## src/swdt_consts.vh

```
// Contract
// - timeout code bits 2:0 select period
// - startup delay code bits 4:3
// - bit 5 enables the watchdog
// - bit 6 adds long startup delay
// - bit 7 lets expiry drive reset
// - mode bit one selects independent mode
// - independent: start after lockout and boot
// - independent: sequencer reset leaves watchdog alone
// - flag asserts, then reset, then flag releases
// - flag low three clocks when reset enabled
// - reset disabled: flag only, reset untouched
// - dependent: idle and cleared while reset asserted, once any running flag pulse ends
// - toggle each period, else flag until toggle
// - first toggle ends startup delay
// - expiry pulses reset for reset timeout
`ifndef SWDT_CONSTS_VH
`define SWDT_CONSTS_VH

`define SWDT_REG_CFG        8'h55
`define SWDT_CFG_RESET      8'h00
`define SWDT_TO_MSB         2
`define SWDT_TO_LSB         0
`define SWDT_SD_MSB         4
`define SWDT_SD_LSB         3
`define SWDT_BIT_EN         5
`define SWDT_BIT_SDEN       6
`define SWDT_BIT_RSTEN      7

// clock rate and timeout periods in microseconds
`define SWDT_CLK_HZ         20000000
`define SWDT_TO0_US         1000
`define SWDT_TO1_US         4000
`define SWDT_TO2_US         12500
`define SWDT_TO3_US         50000
`define SWDT_TO4_US         200000
`define SWDT_TO5_US         800000
`define SWDT_TO6_US         1600000
`define SWDT_TO7_US         3200000
`define SWDT_SD0_US         25600000
`define SWDT_SD1_US         51200000
`define SWDT_SD2_US         102400000
`define SWDT_SD3_US         128000000
`define SWDT_CYC_PER_US     (`SWDT_CLK_HZ / 1000000)
`define SWDT_FLAG_CYC       3

`endif

```

## src/swdt_top.v

```verilog
`timescale 1ns/1ns
`include "swdt_consts.vh"
// supervision_timer: watchdog with register port, dependent/independent modes
module swdt_top #(
    parameter CW         = 32,
    parameter TIME_SCALE = 1,
    parameter [CW-1:0] RST_PULSE_CYC = 32'd500
) (
    // clock and reset
    input  wire       clk,
    input  wire       rst_b,
    // register port
    input  wire [7:0] reg_addr,
    input  wire       reg_wr,
    input  wire [7:0] reg_wdata,
    output reg  [7:0] reg_rdata,
    // system state
    input  wire       independent_mode_select,
    input  wire       boot_done,
    input  wire       seq_done,
    input  wire       seq_reset_n,
    // host
    input  wire       host_activity_in,
    output reg        timeout_flag_out_n,
    output wire       wd_reset_out_n,
    // status
    output wire       wd_active,
    output wire       in_startup
);
    localparam [3:0] ST_IDLE = 4'b0001;
    localparam [3:0] ST_STRT = 4'b0010;
    localparam [3:0] ST_RUN  = 4'b0100;
    localparam [3:0] ST_EXP  = 4'b1000;

    reg [7:0]    cfg_q;
    reg [3:0]    st_q;
    reg [3:0]    st_d;
    reg [CW-1:0] cnt_q;
    reg [CW-1:0] cnt_d;
    reg [1:0]    flag_cnt_q;
    reg [1:0]    flag_cnt_d;
    reg          flag_q;
    reg          flag_d;
    reg [CW-1:0] rst_cnt_q;
    reg [CW-1:0] rst_cnt_d;

    wire          toggle;
    wire [CW-1:0] to_cyc;
    wire [CW-1:0] sd_cyc;
    wire          en       = cfg_q[`SWDT_BIT_EN];
    wire          sd_en    = cfg_q[`SWDT_BIT_SDEN];
    wire          rst_en   = cfg_q[`SWDT_BIT_RSTEN];
    wire          rst_busy = (rst_cnt_q != {CW{1'b0}});
    // dependent mode also watches the reset that this block itself drives
    wire          sys_rst  = !seq_reset_n || rst_busy;
    wire          allowed  = independent_mode_select ? boot_done
                                                     : (seq_done && !sys_rst);
    wire          hold     = !en || !allowed;
    wire [CW-1:0] to_lim   = to_cyc / TIME_SCALE;
    wire [CW-1:0] sd_lim   = sd_cyc / TIME_SCALE;

    swdt_edge_det u_edge (
        .clk              (clk),
        .rst_b            (rst_b),
        .host_activity_in (host_activity_in),
        .toggle_pulse     (toggle)
    );

    swdt_period_sel #(.CW(CW)) u_sel (
        .to_code   (cfg_q[`SWDT_TO_MSB:`SWDT_TO_LSB]),
        .sd_code   (cfg_q[`SWDT_SD_MSB:`SWDT_SD_LSB]),
        .to_cycles (to_cyc),
        .sd_cycles (sd_cyc)
    );

    always @(posedge clk or negedge rst_b) begin
        if (!rst_b) begin
            cfg_q <= `SWDT_CFG_RESET;
        end else if (reg_wr && reg_addr == `SWDT_REG_CFG) begin
            cfg_q <= reg_wdata;
        end
    end

    always @* begin
        reg_rdata = (reg_addr == `SWDT_REG_CFG) ? cfg_q : 8'h00;
    end

    always @* begin
        st_d       = st_q;
        cnt_d      = cnt_q;
        flag_d     = flag_q;
        flag_cnt_d = flag_cnt_q;
        rst_cnt_d  = rst_busy ? rst_cnt_q - {{CW-1{1'b0}}, 1'b1} : rst_cnt_q;
        case (st_q)
            ST_IDLE: begin
                flag_d = 1'b0;
                cnt_d  = {CW{1'b0}};
                if (!hold) begin
                    st_d = sd_en ? ST_STRT : ST_RUN;
                end
            end
            ST_STRT: begin
                if (toggle) begin
                    st_d  = ST_RUN;
                    cnt_d = {CW{1'b0}};
                end else if (cnt_q + {{CW-1{1'b0}}, 1'b1} >= sd_lim) begin
                    st_d   = ST_EXP;
                    flag_d = 1'b1;
                    cnt_d  = {CW{1'b0}};
                end else begin
                    cnt_d = cnt_q + {{CW-1{1'b0}}, 1'b1};
                end
            end
            ST_RUN: begin
                if (toggle) begin
                    cnt_d = {CW{1'b0}};
                end else if (cnt_q + {{CW-1{1'b0}}, 1'b1} >= to_lim) begin
                    st_d   = ST_EXP;
                    flag_d = 1'b1;
                    cnt_d  = {CW{1'b0}};
                end else begin
                    cnt_d = cnt_q + {{CW-1{1'b0}}, 1'b1};
                end
            end
            ST_EXP: begin
                if (rst_en) begin
                    flag_cnt_d = flag_cnt_q + 2'h1;
                    if (flag_cnt_q == 2'h0) begin
                        rst_cnt_d = RST_PULSE_CYC;
                    end
                    if (flag_cnt_q == (`SWDT_FLAG_CYC - 1)) begin
                        flag_d     = 1'b0;
                        flag_cnt_d = 2'h0;
                        st_d       = ST_IDLE;
                    end
                end else if (toggle) begin
                    flag_d = 1'b0;
                    st_d   = ST_RUN;
                    cnt_d  = {CW{1'b0}};
                end
            end
            default: begin
                st_d = ST_IDLE;
            end
        endcase
        // the flag pulse must finish even if the reset it raised now holds the dog
        if (hold && !(st_q == ST_EXP && rst_en)) begin
            st_d       = ST_IDLE;
            cnt_d      = {CW{1'b0}};
            flag_d     = 1'b0;
            flag_cnt_d = 2'h0;
        end
    end

    always @(posedge clk or negedge rst_b) begin
        if (!rst_b) begin
            st_q       <= ST_IDLE;
            cnt_q      <= {CW{1'b0}};
            flag_q     <= 1'b0;
            flag_cnt_q <= 2'h0;
            rst_cnt_q  <= {CW{1'b0}};
        end else begin
            st_q       <= st_d;
            cnt_q      <= cnt_d;
            flag_q     <= flag_d;
            flag_cnt_q <= flag_cnt_d;
            rst_cnt_q  <= rst_cnt_d;
        end
    end

    always @(posedge clk or negedge rst_b) begin
        if (!rst_b) begin
            timeout_flag_out_n <= 1'b1;
        end else begin
            timeout_flag_out_n <= !flag_d;
        end
    end

    assign wd_reset_out_n = !rst_busy;
    assign wd_active      = (st_q != ST_IDLE);
    assign in_startup     = (st_q == ST_STRT);
endmodule // swdt_top

```

## src/swdt_edge_det.v

```verilog
`timescale 1ns/1ns
// detects either edge of the host activity input
module swdt_edge_det (
    // clock and reset
    input  wire clk,
    input  wire rst_b,
    // activity
    input  wire host_activity_in,
    output wire toggle_pulse
);
    reg last_q;

    always @(posedge clk or negedge rst_b) begin
        if (!rst_b) begin
            last_q <= 1'b0;
        end else begin
            last_q <= host_activity_in;
        end
    end

    // the first sample after reset may look like a toggle; harmless, it only restarts a period
    assign toggle_pulse = last_q ^ host_activity_in;
endmodule // swdt_edge_det

```

## src/swdt_period_sel.v

```verilog
`timescale 1ns/1ns
`include "swdt_consts.vh"
// maps configuration codes to cycle counts
module swdt_period_sel #(
    parameter CW = 32
) (
    // codes
    input  wire [2:0]    to_code,
    input  wire [1:0]    sd_code,
    // counts
    output reg  [CW-1:0] to_cycles,
    output reg  [CW-1:0] sd_cycles
);
    function [CW-1:0] us_to_cyc;
        input [31:0] us;
        begin
            us_to_cyc = us * `SWDT_CYC_PER_US;
        end
    endfunction

    always @* begin
        case (to_code)
            3'h0:    to_cycles = us_to_cyc(`SWDT_TO0_US);
            3'h1:    to_cycles = us_to_cyc(`SWDT_TO1_US);
            3'h2:    to_cycles = us_to_cyc(`SWDT_TO2_US);
            3'h3:    to_cycles = us_to_cyc(`SWDT_TO3_US);
            3'h4:    to_cycles = us_to_cyc(`SWDT_TO4_US);
            3'h5:    to_cycles = us_to_cyc(`SWDT_TO5_US);
            3'h6:    to_cycles = us_to_cyc(`SWDT_TO6_US);
            default: to_cycles = us_to_cyc(`SWDT_TO7_US);
        endcase
        case (sd_code)
            2'h0:    sd_cycles = us_to_cyc(`SWDT_SD0_US);
            2'h1:    sd_cycles = us_to_cyc(`SWDT_SD1_US);
            2'h2:    sd_cycles = us_to_cyc(`SWDT_SD2_US);
            default: sd_cycles = us_to_cyc(`SWDT_SD3_US);
        endcase
    end
endmodule // swdt_period_sel

```

## config.mk

```make
export PLATFORM = sky130hd
export DESIGN_NAME = swdt_top
export DESIGN_NICKNAME = d
export VERILOG_FILES = /design/src/swdt_top.v /design/src/swdt_edge_det.v /design/src/swdt_period_sel.v
export VERILOG_INCLUDE_DIRS = /design/src /design/src/src
export SDC_FILE = /design/constraint.sdc
export NUM_CORES = 1
export LEC_CHECK = 0
export BUFFER_PORTS_ARGS = -buffer_cell sky130_fd_sc_hd__buf_2
export CAP_MARGIN = 30
export CORE_MARGIN = 5
export CORE_UTILIZATION = 63
export CTS_CLUSTER_SIZE = 30
export DETAILED_ROUTE_END_ITERATION = 16
export PLACE_DENSITY = 0.82
export RECOVER_POWER = 50
export SYNTH_ARGS = -nofsm -noshare
export SYNTH_HDL_FRONTEND = slang
export SYNTH_HIERARCHICAL = 1
export SYNTH_SLANG_ARGS = --single-unit
```

## constraint.sdc

```tcl
create_clock -name clk -period 5.15 [get_ports clk]
set_input_delay 0.2575 -clock clk [delete_from_list [all_inputs] [get_ports clk]]
set_output_delay 0.2575 -clock clk [all_outputs]
set_load 0.005 [all_outputs]
```

# After elaboration in Yosys (flattened, before gate mapping)

Cells that the tools add are included.

Flip-flop bits (word level): 81
Bits of input ports: 24
Output and inout bits: 12
Logic and storage cells: 100

Add/sub/neg operators: 3
Order comparisons: 2
Equal/unequal tests: 23
Multiplexer cells: 40
Bitwise gates (word level): 1
Reduce and logical (&&, ||, !) cells: 23

Operators with widths:

| kind                                                                     | count |
|---|---|
| 32-bit two-way mux                                                       | 11 |
| 26-bit case mux with 7 select lines                                      | 1 |
| 32-bit case mux with 4 select lines                                      | 1 |
| 32-bit case mux with 3 select lines                                      | 1 |
| 32-bit greater-or-equal comparator                                       | 2 |
| 4-bit two-way mux                                                        | 9 |
| 32-bit by 1-bit adder with 32-bit output (second input constant)         | 1 |
| 32-bit nonzero test                                                      | 1 |
| 32-bit by 1-bit subtractor with 32-bit output (second input constant)    | 1 |
| 4-bit case mux with 4 select lines                                       | 1 |
| 3-bit equality test (second input constant)                              | 3 |
| 1-bit two-way mux                                                        | 9 |
| 3-bit inequality test (second input constant)                            | 3 |
| 8-bit by 7-bit equality test with 1-bit output (second input constant)   | 1 |
| 2-bit two-way mux                                                        | 4 |
| 8-bit two-way mux                                                        | 1 |
| 4-bit by 1-bit inequality test with 1-bit output (second input constant) | 2 |
| 4-bit by 3-bit inequality test with 1-bit output (second input constant) | 2 |
| 1-bit logical NOT                                                        | 7 |
| 3-bit by 2-bit equality test with 1-bit output (second input constant)   | 2 |
| 3-bit by 2-bit inequality test with 1-bit output (second input constant) | 2 |
| 6-bit AND reduction                                                      | 1 |
| 5-bit nonzero test                                                       | 1 |
| 2-bit equality test (second input constant)                              | 2 |
| 17 further kinds                                                         | 23 |

# Longest topological paths before layout

Gate-level depths: netlist of the first run.

Word-level depth: 10
Gate-level depth with buffers: 17
Mapped depth without buffers: 15

# Cells and area by module

The synthesis of the first run kept the hierarchy.

Modules (own cells, without submodules):

| module          | times used | cells each | area an instance (um^2) | sequential area each (um^2) |
|---|---|---|---|---|
| swdt_top        | 1          | 707        | 6025.8                  | 2004.4 |
| swdt_period_sel | 1          | 84         | 599.3                   | 0.0 |
| swdt_edge_det   | 1          | 2          | 33.8                    | 25.0 |

# Least setup slack after synthesis of the first run

No wires, ideal clock.

Kind: flip-flop to flip-flop
Start point: register cnt_q[0]
End point: register cnt_q[11]
Library setup time: 66 ps
Arrival: 4110 ps
Data required time: 5084 ps
Setup slack: 974 ps
Cell stages (with the launch flop): 16
Buffers on the path: 2
Clock period less this slack: 4176 ps
Cells stage by stage: dfrtp_1 nand2_1 or3_1 or3_1 and2_1 or2_2 ha_1 a21oi_1 o21ai_0 a221o_1 a2111o_1 nor3_1 clkbuf_1 clkbuf_1 o221ai_1 nand2_1

Longest elaborated chain between the ends: 6
Elaborated cells between the ends (all ways): 9
Classes of those cells: add/sub: 1; order compare: 2; mux: 6

Ends and longest elaborated chain:

| what                                                  | line                           | text |
|---|---|---|
| from (decl)                                           | swdt_top.v:38                  | `reg [CW-1:0] cnt_q;` |
| from (signal assigned)                                | swdt_top.v:158                 | `cnt_q <= {CW{1'b0}};` |
| from (signal assigned)                                | swdt_top.v:164                 | `cnt_q <= cnt_d;` |
| 32-bit by 1-bit adder with 32-bit output *            | n/a                            |  |
| 32-bit greater-or-equal comparator (on tied branches) | swdt_top.v:117, swdt_top.v:106 |  |
| 32-bit two-way mux (on tied branches)                 | swdt_top.v:117, swdt_top.v:106 |  |
| 32-bit two-way mux (on tied branches)                 | swdt_top.v:115, swdt_top.v:103 |  |
| 32-bit case mux with 4 select lines *                 | swdt_top.v:94                  | `case (st_q)` |
| 32-bit two-way mux *                                  | swdt_top.v:147                 | `if (hold && !(st_q == ST_EXP && rst_en)) begin` |

Every way passes the cells marked *; elsewhere a longest branch is shown, timed or not.
A chain may end at the register's enable or synchronous reset.

# Final worst setup path of the first run

Start point: register cnt_q[2]
End point: register cnt_q[24]

The elaborated chain is that of the path after synthesis.

==> results of run 1 <==
-- per-layer routing --
layer | vias up | GRT usage [%] | routed length [um]
met5 | - | 0 | 0
met4 | 0 | 8.65 | 300
met3 | 29 | 4.76 | 849
met2 | 173 | 42.0 | 7330
met1 | 2678 | 31.5 | 6570
li1 | 2709 | - | -
-- final cells by class --
class	count	area, sq um
multi-input cells	604	4050
fillers	782	3320
flip-flops and latches	81	2030
inverters	81	304
repair buffers	43	238
well taps	136	170
clock buffers	9	124
clock inverters	7	85.1
-- power groups by stage --
stage	Clock [mW]	Sequential [mW]	Combinational (mW)
after floorplan	0	0.656	0.0917
after global placement	0	0.661	0.100
after detailed placement	0	0.661	0.109
after CTS	0.518	0.649	0.111
after global routing	0.550	0.650	0.128
final	0.509	0.649	0.111
-- placed cells by master (no fill, tap or decap), types with 4 or more instances in the layout --
cell type / n
o21a_1: 8
inv_1: 80
xnor2_1: 22
o221ai_1: 11
nor4_1: 8
a22o_1: 13
nor2_1: 74
and3_1: 5
mux2_2: 8
nor3_2: 4
a21oi_1: 36
or2_2: 16
and4_1: 5
nor3_1: 14
buf_2: 34
nand3_1: 16
nand3b_1: 8
buf_4: 4
nand2_1: 96
nand2b_1: 4
a21o_1: 4
ha_1: 73
clkbuf_8: 9
nor2b_1: 10
o21ai_0: 23
o211ai_1: 9
dfrtp_1: 79
and2_1: 15
nand4_1: 14
conb_1: 29
or3_1: 5
xor2_1: 27
-- worst max path at each step --
stage	end	startpoint	depth (start not counted)
6_report	cnt_q[24]$_DFFE_PN0P_	cnt_q[2]$_DFFE_PN0P_	15
5_1_grt	cnt_q[24]$_DFFE_PN0P_	cnt_q[2]$_DFFE_PN0P_	15
4_1_cts	cnt_q[24]$_DFFE_PN0P_	cnt_q[2]$_DFFE_PN0P_	15
3_5_place_dp	cnt_q[22]$_DFFE_PN0P_	cnt_q[2]$_DFFE_PN0P_	15
3_3_place_gp	cnt_q[30]$_DFFE_PN0P_	cnt_q[2]$_DFFE_PN0P_	15
2_1_floorplan	cnt_q[11]$_DFFE_PN0P_	cnt_q[0]$_DFFE_PN0P_	15
-- flip-flops by register name, indices dropped and copies added, names as in the netlist --
signal,count
timeout_flag_out_n,1
rst_cnt_q,32
flag_q,1
u_edge/last_q,1
flag_cnt_q,2
cnt_q,32
cfg_q,8
st_q,4
-- stage by stage --
| step | hold WS (ps) | instances |
|---|---|---|
| floorplan | -38.1 | 820 |
| global placement | 390 | 941 |
| detailed placement | 156 | 942 |
| CTS | 88.0 | 960 |
| global route | 81.0 | 961 |
| finish | 97.3 | 961 |
-- cells in the mapped netlist, types with 3 or more instances --
cell type   n
or2_2      16
o21a_1      8
or4_1       3
a21o_1      4
a21oi_1    36
and2_1     15
and3_1      5
o221ai_1   11
buf_4      38
nand4_1    14
o211ai_1    9
nand4b_1    3
o21ai_0    24
nor2b_1    10
nor2_1     74
or3_1       5
mux2_2      8
ha_1       73
nor4b_1     3
nand2_1    96
xor2_1     27
and4_1      5
nor3_1     16
clkbuf_1    8
inv_1      80
a211oi_1    3
a22o_1     13
a22oi_1     3
buf_6       5
nand3b_1    8
xnor2_1    22
nand2b_1    4
nor4_1      8
dfrtp_1    79
nand3_1    16
-- cells by family (layout without fill, tap and decap cells) --
| logic type | Yosys count | after routing | share of synthesized area (%) |
|---|---|---|---|
| adder cells (fa/ha/maj) | 73 | 73 | 13.7 |
| XOR/XNOR | 49 | 49 | 6.44 |
| AND/OR/NAND/NOR | 313 | 313 | 23.8 |
| flip-flops | 81 | 81 | 30.5 |
| other | 2 | 29 | 0.113 |
| multiplexers | 10 | 10 | 1.65 |
| buffers and inverters | 135 | 140 | 10.4 |
| AO/OA/AOI/OAI | 130 | 130 | 13.4 |
==> run summary, run 1 <==
Fin crit share -> 91.4%
Critical Path RT -> 5470 ps
R2r startpoint -> cnt_q[2]$_DFFE_PN0P_
Most used flip-flop cell after synthesis -> dfrtp_1
Share of flip-flops with an asynchronous set or reset -> 100%
GPL Wtd Cong -> 0.889
Worst Path Arrival -> 5030 ps
TritonCTS clock tree -> yes
Setup WS post-layout -> 442 ps
Max_slew headroom -> -95.1%
Failing checks -> capacitance limit, slew limit
Startpoint types -> register
Synth area leaders -> dfrtp_1, ha_1, nand2_1
Starting Density -> 64.5%
Leak -> 3.59 nW
Synth cell types -> 68
Row cnt -> 37
Max incr delay on CP -> 530 ps
Final TNS setup -> 0 ps
Post-synth EDFFs -> 0
Pins Over Slew Limit -> 65
1st-pass router iterations -> 5
Vias -> 5589
Total congestion overflow -> 0
Total of max-cap violations -> 1
First-pass GRT wire length -> 25900 um
Crit Path Category -> register to register
IO Count -> 36
VDD IR-drop max -> 0.000262 V
Synth top area share -> 29.7%
Share of total power in the clock network -> 40.1%
WP buf/inv -> 1
ANT nets after route -> 0
Actual slew at the worst max-slew pin -> 2930 ps
CTS clock-pin slew for the worst setup and hold paths -> 100 ps
Crit Path Max Fanout -> 20
Worst-Skew Late Latency -> 390 ps
RSZ-0062 raised after global routing -> false
Antenna cell count -> 0
Hold depth -> 2
Detailed-route wire length -> 15100 um
Crit-path slowest cell -> nor4_1
Switching Power -> 353 uW
Warnings, synthesis -> 6
Hold Crit Class -> primary input to register
Peak Freq -> 212 MHz
Sw Share -> 27.8%
Clock Sinks -> 81
Final Util -> 67.8%
Post-Syn Area per Cell -> 8.40 sq um
Core area -> 0.0103 sq mm
Cell area after synthesis -> 0.00666 sq mm
Clock tree buffer depth -> 2
CTS resizes -> 0
Postcts setup bufs -> 0
Fin. Hold Viols -> 0
Via density -> 5.82
Initial antenna violation count -> 0
Pint -> 916 uW
Top delay family on crit path -> simple AND/OR/NAND/NOR gates
DRC Markers -> 0
Area growth syn-to-layout -> 5.13%
CP Cell Sequence -> nand3_1 -> or3_1 -> nor4_1 -> nand2_1 -> o21a_1 -> or2_2 -> ha_1 -> a21oi_1 -> o21ai_0 -> a21oi_1 -> nand3_1 -> o21ai_1 -> buf_4 -> o21a_1 -> a22o_1
Final net count -> 917
Pre-CTS setup slack -> 532 ps
H-Tree Depth -> 3
Seq cells post-synth -> 81
Tmin final -> 4710 ps
Mapped Cells -> 793
Die W -> 113 um
Total track usage -> 24.7%
Hold_buf cts -> 2
DP HPWL -> 11300 um
Fin area -> 0.00700 sq mm
Die Area -> 0.0127 sq mm
Area after DPL -> 0.00679 sq mm
Routed length per instance -> 15.7 um
Comb power frac -> 8.7%
Die Span Y -> 113 um
Reg power frac -> 51.1%
Iteration-0 DRC Markers -> 451
Setup violators final -> 0
R2R depth -> 15
Reg2reg end -> cnt_q[24]$_DFFE_PN0P_
Hold EP -> cfg_q[6]$_DFFE_PN0P_
Clock root buffer -> clkbuf_8
HP Start -> reg_wdata[6]
Vias in the first global route -> 5565
Crit path capture type -> register
Port bufs -> 35
Design Power -> 1.27 mW
Clock skew -> 16.2 ps
Sequential fraction of the synthesis area -> 30.5%
R2R Setup Slk -> 440 ps
Leading area contributor after synthesis -> dfrtp_1
Num CTS Buffers -> 9
Share of cells above drive strength 1 -> 11.6%
Status -> finished, violations left
Largest net degree at the start of global routing -> 65
P per Cell Area -> 181 mW/mm^2
Power figures use the tool's default switching activity.
==> run 2: changes to the inputs <==
--- a/config.mk
+++ b/config.mk
@@ -7,12 +7,14 @@
 export NUM_CORES = 1
 export LEC_CHECK = 0
 export BUFFER_PORTS_ARGS = -buffer_cell sky130_fd_sc_hd__buf_2
-export CAP_MARGIN = 30
+export CAP_MARGIN = 0
+export CELL_PAD_IN_SITES_DETAIL_PLACEMENT = 1
+export CELL_PAD_IN_SITES_GLOBAL_PLACEMENT = 2
 export CORE_MARGIN = 5
-export CORE_UTILIZATION = 63
+export CORE_UTILIZATION = 36
 export CTS_CLUSTER_SIZE = 30
 export DETAILED_ROUTE_END_ITERATION = 16
-export PLACE_DENSITY = 0.82
+export PLACE_DENSITY_LB_ADDON = 0.1
 export RECOVER_POWER = 50
 export SYNTH_ARGS = -nofsm -noshare
 export SYNTH_HDL_FRONTEND = slang
==> run summary, run 2 (synthesis results as in run 1) <==
Status -> finished, violations left (unchanged)
Failing checks -> capacitance limit, slew limit (unchanged)
Actual slew at the worst max-slew pin -> 1650 ps (was 2930 ps)
P per Cell Area -> 194 mW/mm^2 (was 181 mW/mm^2)
Die W -> 146 um (was 113 um)
Worst-Skew Late Latency -> 350 ps (was 390 ps)
RSZ-0062 raised after global routing -> false (unchanged)
Clock Sinks -> 81 (unchanged)
Fin. Hold Viols -> 0 (unchanged)
DRC Markers -> 0 (unchanged)
Row cnt -> 49 (was 37)
Fin crit share -> 93.9% (was 91.4%)
GRT busiest layer -> met2 (unchanged)
Comb power frac -> 7.9% (was 8.7%)
CTS clock-pin slew for the worst setup and hold paths -> 60 ps (was 100 ps)
Total congestion overflow -> 0 (unchanged)
Initial antenna violation count -> 0 (unchanged)
Most frequent cells in the layout -> nand2_1, inv_1, dfrtp_1, nor2_1, ha_1 (unchanged)
Sw Share -> 25.1% (was 27.8%)
Antenna cell count -> 0 (unchanged)
Reg power frac -> 46.1% (was 51.1%)
Clock root buffer -> clkbuf_16 (was clkbuf_8)
ANT nets after route -> 0 (unchanged)
Clock skew -> 10.3 ps (was 16.2 ps)
Postcts setup bufs -> 0 (unchanged)
Total track usage -> 17.4% (was 24.7%)
Area growth syn-to-layout -> 9.04% (was 5.13%)
Final TNS setup -> 0 ps (unchanged)
Final net count -> 925 (was 917)
Share of total power in the clock network -> 46.0% (was 40.1%)
GR met2 Demand/Resource -> 30.3% (was 42.0%)
Critical Path RT -> 5430 ps (was 5470 ps)
Share of cells above drive strength 1 -> 12.2% (was 11.6%)
Iteration-0 DRC Markers -> 189 (was 451)
Die Span Y -> 146 um (was 113 um)
TritonCTS clock tree -> yes (unchanged)
Vias -> 5483 (was 5589)
Die Area -> 0.0213 sq mm (was 0.0127 sq mm)
Crit path capture type -> register (unchanged)
WHS -> 59.0 ps (was 97.3 ps)
Startpoint types -> register (unchanged)
Crit Path Max Fanout -> 12 (was 20)
Num CTS Buffers -> 9 (unchanged)
Area after DPL -> 0.00696 sq mm (was 0.00679 sq mm)
1st-pass router iterations -> 4 (was 5)
Max_slew headroom -> -9.83% (was -95.1%)
CP dominant cell by count -> or3_1
CP Depth -> 13 (was 15)
DP HPWL -> 14100 um (was 11300 um)
Met1 Usage GRT -> 22.7% (was 31.5%)
Starting Density -> 36.8% (was 64.5%)
CP Cell Sequence -> nand3_1 -> or3_1 -> or3_1 -> and2_1 -> or2_2 -> ha_1 -> a21oi_1 -> o21ai_0 -> a221o_1 -> a2111o_1 -> nor3_4 -> o21a_1 -> a22o_1 (was nand3_1 -> or3_1 -> nor4_1 -> nand2_1 -> o21a_1 -> or2_2 -> ha_1 -> a21oi_1 -> o21ai_0 -> a21oi_1 -> nand3_1 -> o21ai_1 -> buf_4 -> o21a_1 -> a22o_1)
Total of max-cap violations -> 1 (unchanged)
Switching Power -> 354 uW (was 353 uW)
Clock tree buffer depth -> 2 (unchanged)
Crit Path Category -> register to register (unchanged)
GPL Wtd Cong -> 0.805 (was 0.889)
Pint -> 1.06 mW (was 916 uW)
Vias in the first global route -> 5895 (was 5565)
Leak -> 3.66 nW (was 3.59 nW)
Largest net degree at the start of global routing -> 64 (was 65)
Core area -> 0.0181 sq mm (was 0.0103 sq mm)
Top delay family on crit path -> simple AND/OR/NAND/NOR gates (unchanged)
Commonest non-fill, non-tap cell in the layout -> nand2_1 (unchanged)
Peak Freq -> 207 MHz (was 212 MHz)
Hold Crit Class -> primary input to register (unchanged)
Routed length per instance -> 16.9 um (was 15.7 um)
Crit-path slowest cell -> o21a_1 (was nor4_1)
IO Count -> 36 (unchanged)
Port bufs -> 35 (unchanged)
First-pass GRT wire length -> 30300 um (was 25900 um)
Pins Over Slew Limit -> 64 (was 65)
Max incr delay on CP -> 510 ps (was 530 ps)
R2R depth -> 13 (was 15)
Hold depth -> 1 (was 2)
Worst Path Arrival -> 5110 ps (was 5030 ps)
Setup WS post-layout -> 316 ps (was 442 ps)
Fin area -> 0.00726 sq mm (was 0.00700 sq mm)
Detailed-route wire length -> 17900 um (was 15100 um)
Setup violators final -> 0 (unchanged)
H-Tree Depth -> 3 (unchanged)
VDD IR-drop max -> 0.000154 V (was 0.000262 V)
Pre-CTS setup slack -> 192 ps (was 532 ps)
WP buf/inv -> 0 (was 1)
Via density -> 5.16 (was 5.82)
Tmin final -> 4830 ps (was 4710 ps)
Top Registers -> cnt_q x32, rst_cnt_q x32, cfg_q x8 (unchanged)
Met3 track demand over resource -> 2.52% (was 4.76%)
run 2: area by class of cell:
cell class,instances,area (sq um)
Sequential cell,81,2030
Multi-Input combinational cell,604,4060
Timing Repair Buffer,51,289
Fill cell,2177,10800
Clock buffer,11,233
Clock inverter,5,56.3
Tap cell,229,287
Inverter,81,304
run 2: repair_timing:
item                                    in CTS  in global routing
endpoints found under the setup margin       0                 25
endpoints found under the hold margin       18                  0
hold buffers                                 1                  0
gates resized for setup                      0                  2
run 2: metrics by stage:
| step | instances | power (mW) | util (%) |
|---|---|---|---|
| 6_report | 1062 | 1.41 | 40.1 |
| 5_1_grt | 1062 | 1.48 | 40.1 |
| 4_1_cts | 1062 | 1.44 | 40.1 |
| 3_5_place_dp | 1045 | 0.775 | 38.5 |
| 3_3_place_gp | 1045 | 0.770 | 38.5 |
| 2_1_floorplan | 820 | 0.748 | - |
run 2: power groups by stage:
stage / sequential [mW] / clock (mW) / combinational [mW]
final: 0.650 / 0.649 / 0.112
after global placement: 0.661 / 0 / 0.109
after floorplan: 0.656 / 0 / 0.0917
after detailed placement: 0.662 / 0 / 0.113
after CTS: 0.650 / 0.679 / 0.114
after global routing: 0.651 / 0.702 / 0.131
run 2: worst paths after layout:
path                                        from                       to  slack, ps
max                         cnt_q[2]$_DFFE_PN0P_    cnt_q[21]$_DFFE_PN0P_        320
min                             host_activity_in  u_edge/last_q$_DFF_PN0_         60
max reg2reg                 cnt_q[2]$_DFFE_PN0P_    cnt_q[21]$_DFFE_PN0P_        320
min reg2reg                cnt_q[18]$_DFFE_PN0P_    cnt_q[18]$_DFFE_PN0P_        520
max in group asynchronous                  rst_b  rst_cnt_q[15]$_DFF_PN0_       2290
min in group asynchronous                  rst_b     cnt_q[6]$_DFFE_PN0P_        650
run 2: metal layers:
| layer | up-vias | part of all wire [%] |
|---|---|---|
| met4 | 0 | 1.3 |
| met1 | 2705 | 46 |
| met5 | - | 0 |
| met2 | 32 | 50 |
| met3 | 15 | 2.1 |
| li1 | 2731 | - |
==> run 3: changes to the inputs <==
--- a/config.mk
+++ b/config.mk
@@ -18,5 +18,4 @@
 export RECOVER_POWER = 50
 export SYNTH_ARGS = -nofsm -noshare
 export SYNTH_HDL_FRONTEND = slang
-export SYNTH_HIERARCHICAL = 1
 export SYNTH_SLANG_ARGS = --single-unit
==> run summary, run 3 <==
Share of total power in the clock network -> 48.5% (was 46.0%)
Setup WS post-layout -> 343 ps (was 316 ps)
Final TNS setup -> 0 ps (unchanged)
Startpoint types -> register (unchanged)
Routed length per instance -> 18.2 um (was 16.9 um)
Iteration-0 DRC Markers -> 281 (was 189)
Clock Sinks -> 81 (unchanged)
Die Area -> 0.0193 sq mm (was 0.0213 sq mm)
Status -> finished, violations left (unchanged)
Port bufs -> 35 (unchanged)
Via density -> 5.45 (was 5.16)
Peak Freq -> 208 MHz (was 207 MHz)
GPL Wtd Cong -> 0.835 (was 0.805)
VDD IR-drop max -> 0.000158 V (was 0.000154 V)
Setup violators final -> 0 (unchanged)
Total track usage -> 18.4% (was 17.4%)
Crit path capture type -> register (unchanged)
Area growth syn-to-layout -> 12.9% (was 9.04%)
TritonCTS clock tree -> yes (unchanged)
Final net count -> 801 (was 925)
Antenna cell count -> 0 (unchanged)
Postcts setup bufs -> 0 (unchanged)
Sequential fraction of the synthesis area -> 33.9% (was 30.5%)
Tmin final -> 4810 ps (was 4830 ps)
Crit Path Category -> register to register (unchanged)
Cell area after synthesis -> 0.00599 sq mm (was 0.00666 sq mm)
Synth cell count leaders -> nand2_1, dfrtp_1, nor2_1 (was nand2_1, inv_1, dfrtp_1)
Comb power frac -> 5.9% (was 7.9%)
Critical Path RT -> 5390 ps (was 5430 ps)
Vias -> 5213 (was 5483)
Initial antenna violation count -> 0 (unchanged)
Commonest non-fill, non-tap cell in the layout -> nand2_1 (unchanged)
Post-Syn Nets -> 773
Die W -> 139 um (was 146 um)
Clock skew -> 10.3 ps (about the same)
RSZ-0062 raised after global routing -> false (unchanged)
Detailed-route wire length -> 17400 um (was 17900 um)
Hold Crit Class -> primary input to register (unchanged)
Non-filler cells, final -> 957 (was 1062)
Crit Path Max Fanout -> 17 (was 12)
1st-pass router iterations -> 4 (unchanged)
Post-synth EDFFs -> 0 (unchanged)
Sw Share -> 25.0% (was 25.1%)
Warnings, synthesis -> 0 (was 6)
Pint -> 1.07 mW (was 1.06 mW)
P per Cell Area -> 210 mW/mm^2 (was 194 mW/mm^2)
Placed cells -> 940 (was 1045)
H-Tree Depth -> 3 (unchanged)
ANT nets after route -> 0 (unchanged)
Worst Path Arrival -> 5040 ps (was 5110 ps)
R2R depth -> 18 (was 13)
Share of cells above drive strength 1 -> 13.2% (was 12.2%)
Vias in the first global route -> 5445 (was 5895)
Largest net degree at the start of global routing -> 52 (was 64)
Fin crit share -> 93.3% (was 93.9%)
Design Power -> 1.42 mW (was 1.41 mW)
Pins Over Slew Limit -> 32 (was 64)
Final Util -> 41.1% (was 40.1%)
Synth area leaders -> dfrtp_1, ha_1, nand2_1 (unchanged)
CTS clock-pin slew for the worst setup and hold paths -> 70 ps (was 60 ps)
Area after DPL -> 0.00643 sq mm (was 0.00696 sq mm)
Hold depth -> 1 (unchanged)
Core area -> 0.0165 sq mm (was 0.0181 sq mm)
Total congestion overflow -> 0 (unchanged)
Most numerous cell in the Yosys netlist -> nand2_1 (unchanged)
Total of max-cap violations -> 1 (unchanged)
IO Count -> 36 (unchanged)
Post-Syn Area per Cell -> 8.50 sq um (was 8.40 sq um)
Failing checks -> capacitance limit, slew limit (unchanged)
Most frequent cells in the layout -> nand2_1, dfrtp_1, nor2_1, ha_1, a21oi_1 (was nand2_1, inv_1, dfrtp_1, nor2_1, ha_1)
WHS -> 49.1 ps (was 59.0 ps)
Row cnt -> 47 (was 49)
Synth top area share -> 33.0% (was 29.7%)
Leak -> 3.17 nW (was 3.66 nW)
Share of flip-flops with an asynchronous set or reset -> 100% (unchanged)
Pre-CTS setup slack -> 272 ps (was 192 ps)
Top Registers -> cnt_q x32, rst_cnt_q x32, cfg_q x8 (unchanged)
Seq cells post-synth -> 81 (unchanged)
Num CTS Buffers -> 9 (unchanged)
Clock root buffer -> clkbuf_16 (unchanged)
Clock tree buffer depth -> 2 (unchanged)
Fin area -> 0.00676 sq mm (was 0.00726 sq mm)
DP HPWL -> 13400 um (was 14100 um)
DRC Markers -> 0 (unchanged)
Worst-Skew Late Latency -> 350 ps (about the same)
Actual slew at the worst max-slew pin -> 1950 ps (was 1650 ps)
Leading area contributor after synthesis -> dfrtp_1 (unchanged)
Reg power frac -> 45.5% (was 46.1%)
Mapped Cells -> 704 (was 793)
Switching Power -> 355 uW (was 354 uW)
Synth cell types -> 64 (was 68)
Starting Density -> 36.4% (was 36.8%)
Max_slew headroom -> -30.0% (was -9.83%)
Fin. Hold Viols -> 0 (unchanged)
Most used flip-flop cell after synthesis -> dfrtp_1 (unchanged)
First-pass GRT wire length -> 29000 um (was 30300 um)
Die Span Y -> 139 um (was 146 um)
-- run 3: cell types whose count changed in the layout (fill, tap and decap cells not counted), sizes merged, moves of 13 or more --
cell / previous run / this run
nand3: 16 / 29
xor2: 27 / 14
ha: 73 / 45
inv: 81 / 21
nor2: 74 / 60
conb: 29 / 0
-- run 3: kinds of logic after synthesis --
kind of cell	after synthesis	share of synthesized area (%)
adder cells (fa/ha/maj)	45	9.40
flip-flops	81	33.9
buffers and inverters	56	4.01
AO/OA/AOI/OAI	140	15.4
multiplexers	11	2.03
XOR/XNOR	46	6.73
AND/OR/NAND/NOR	325	28.5
-- run 3: worst max-delay path, stage by stage, from the launching register on --
cell and delay [ps]:
dfrtp_1 500, ha_1 320, nand4_1 250, nor4_1 310, buf_4 250, nand2b_1 100, and2_1 180, or2_2 330
ha_1 300, nand4_1 160, nor4_2 340, nand2_1 110, nor4_1 310, o311ai_1 160, nor4bb_4 190, buf_12 180
or2_1 310, buf_4 200, a22o_1 190
-- run 3: worst paths after layout --
path	startpoint	endpoint	slack, ps
setup / recovery	cnt_q[1]$_DFFE_PN0P_	cnt_q[28]$_DFFE_PN0P_	340
hold / removal	host_activity_in	u_edge.last_q$_DFF_PN0_	50
min in group asynchronous	rst_b	cnt_q[4]$_DFFE_PN0P_	990
hold reg to reg	flag_q$_DFF_PN0_	timeout_flag_out_n$_DFF_PN1_	520
setup reg to reg	cnt_q[1]$_DFFE_PN0P_	cnt_q[28]$_DFFE_PN0P_	340
max in group asynchronous	rst_b	cfg_q[0]$_DFFE_PN0P_	1950
-- run 3: layer usage --
layer	global-route usage, %	routed length, um
met5	0	0
met4	5.46	214
met3	2.66	444
met2	30.5	8390
met1	25.1	8380
-- run 3: power by group through the flow --
stage / combinational, mW / clock [mW] / sequential (mW)
after global placement: 0.0825 / 0 / 0.659
after CTS: 0.0862 / 0.717 / 0.648
final: 0.0845 / 0.691 / 0.648
after global routing: 0.0974 / 0.740 / 0.649
after detailed placement: 0.0848 / 0 / 0.660
after floorplan: 0.0489 / 0 / 0.655
-- run 3: area by class of cell --
cell class | count | area [sq um]
clock buffer | 10 | 239
clock inverter | 6 | 75.1
fill | 1946 | 9700
inverter | 19 | 71.3
multi-input combinational | 567 | 3750
sequential | 81 | 2030
tap | 220 | 275
timing repair buffer | 54 | 324
-- run 3: what timing repair did --
item                                    in CTS  in global routing
resized for setup                            0                  3
endpoints found under the hold margin       30                  0
endpoints found under the setup margin       0                 11
hold buffers                                 1                  0
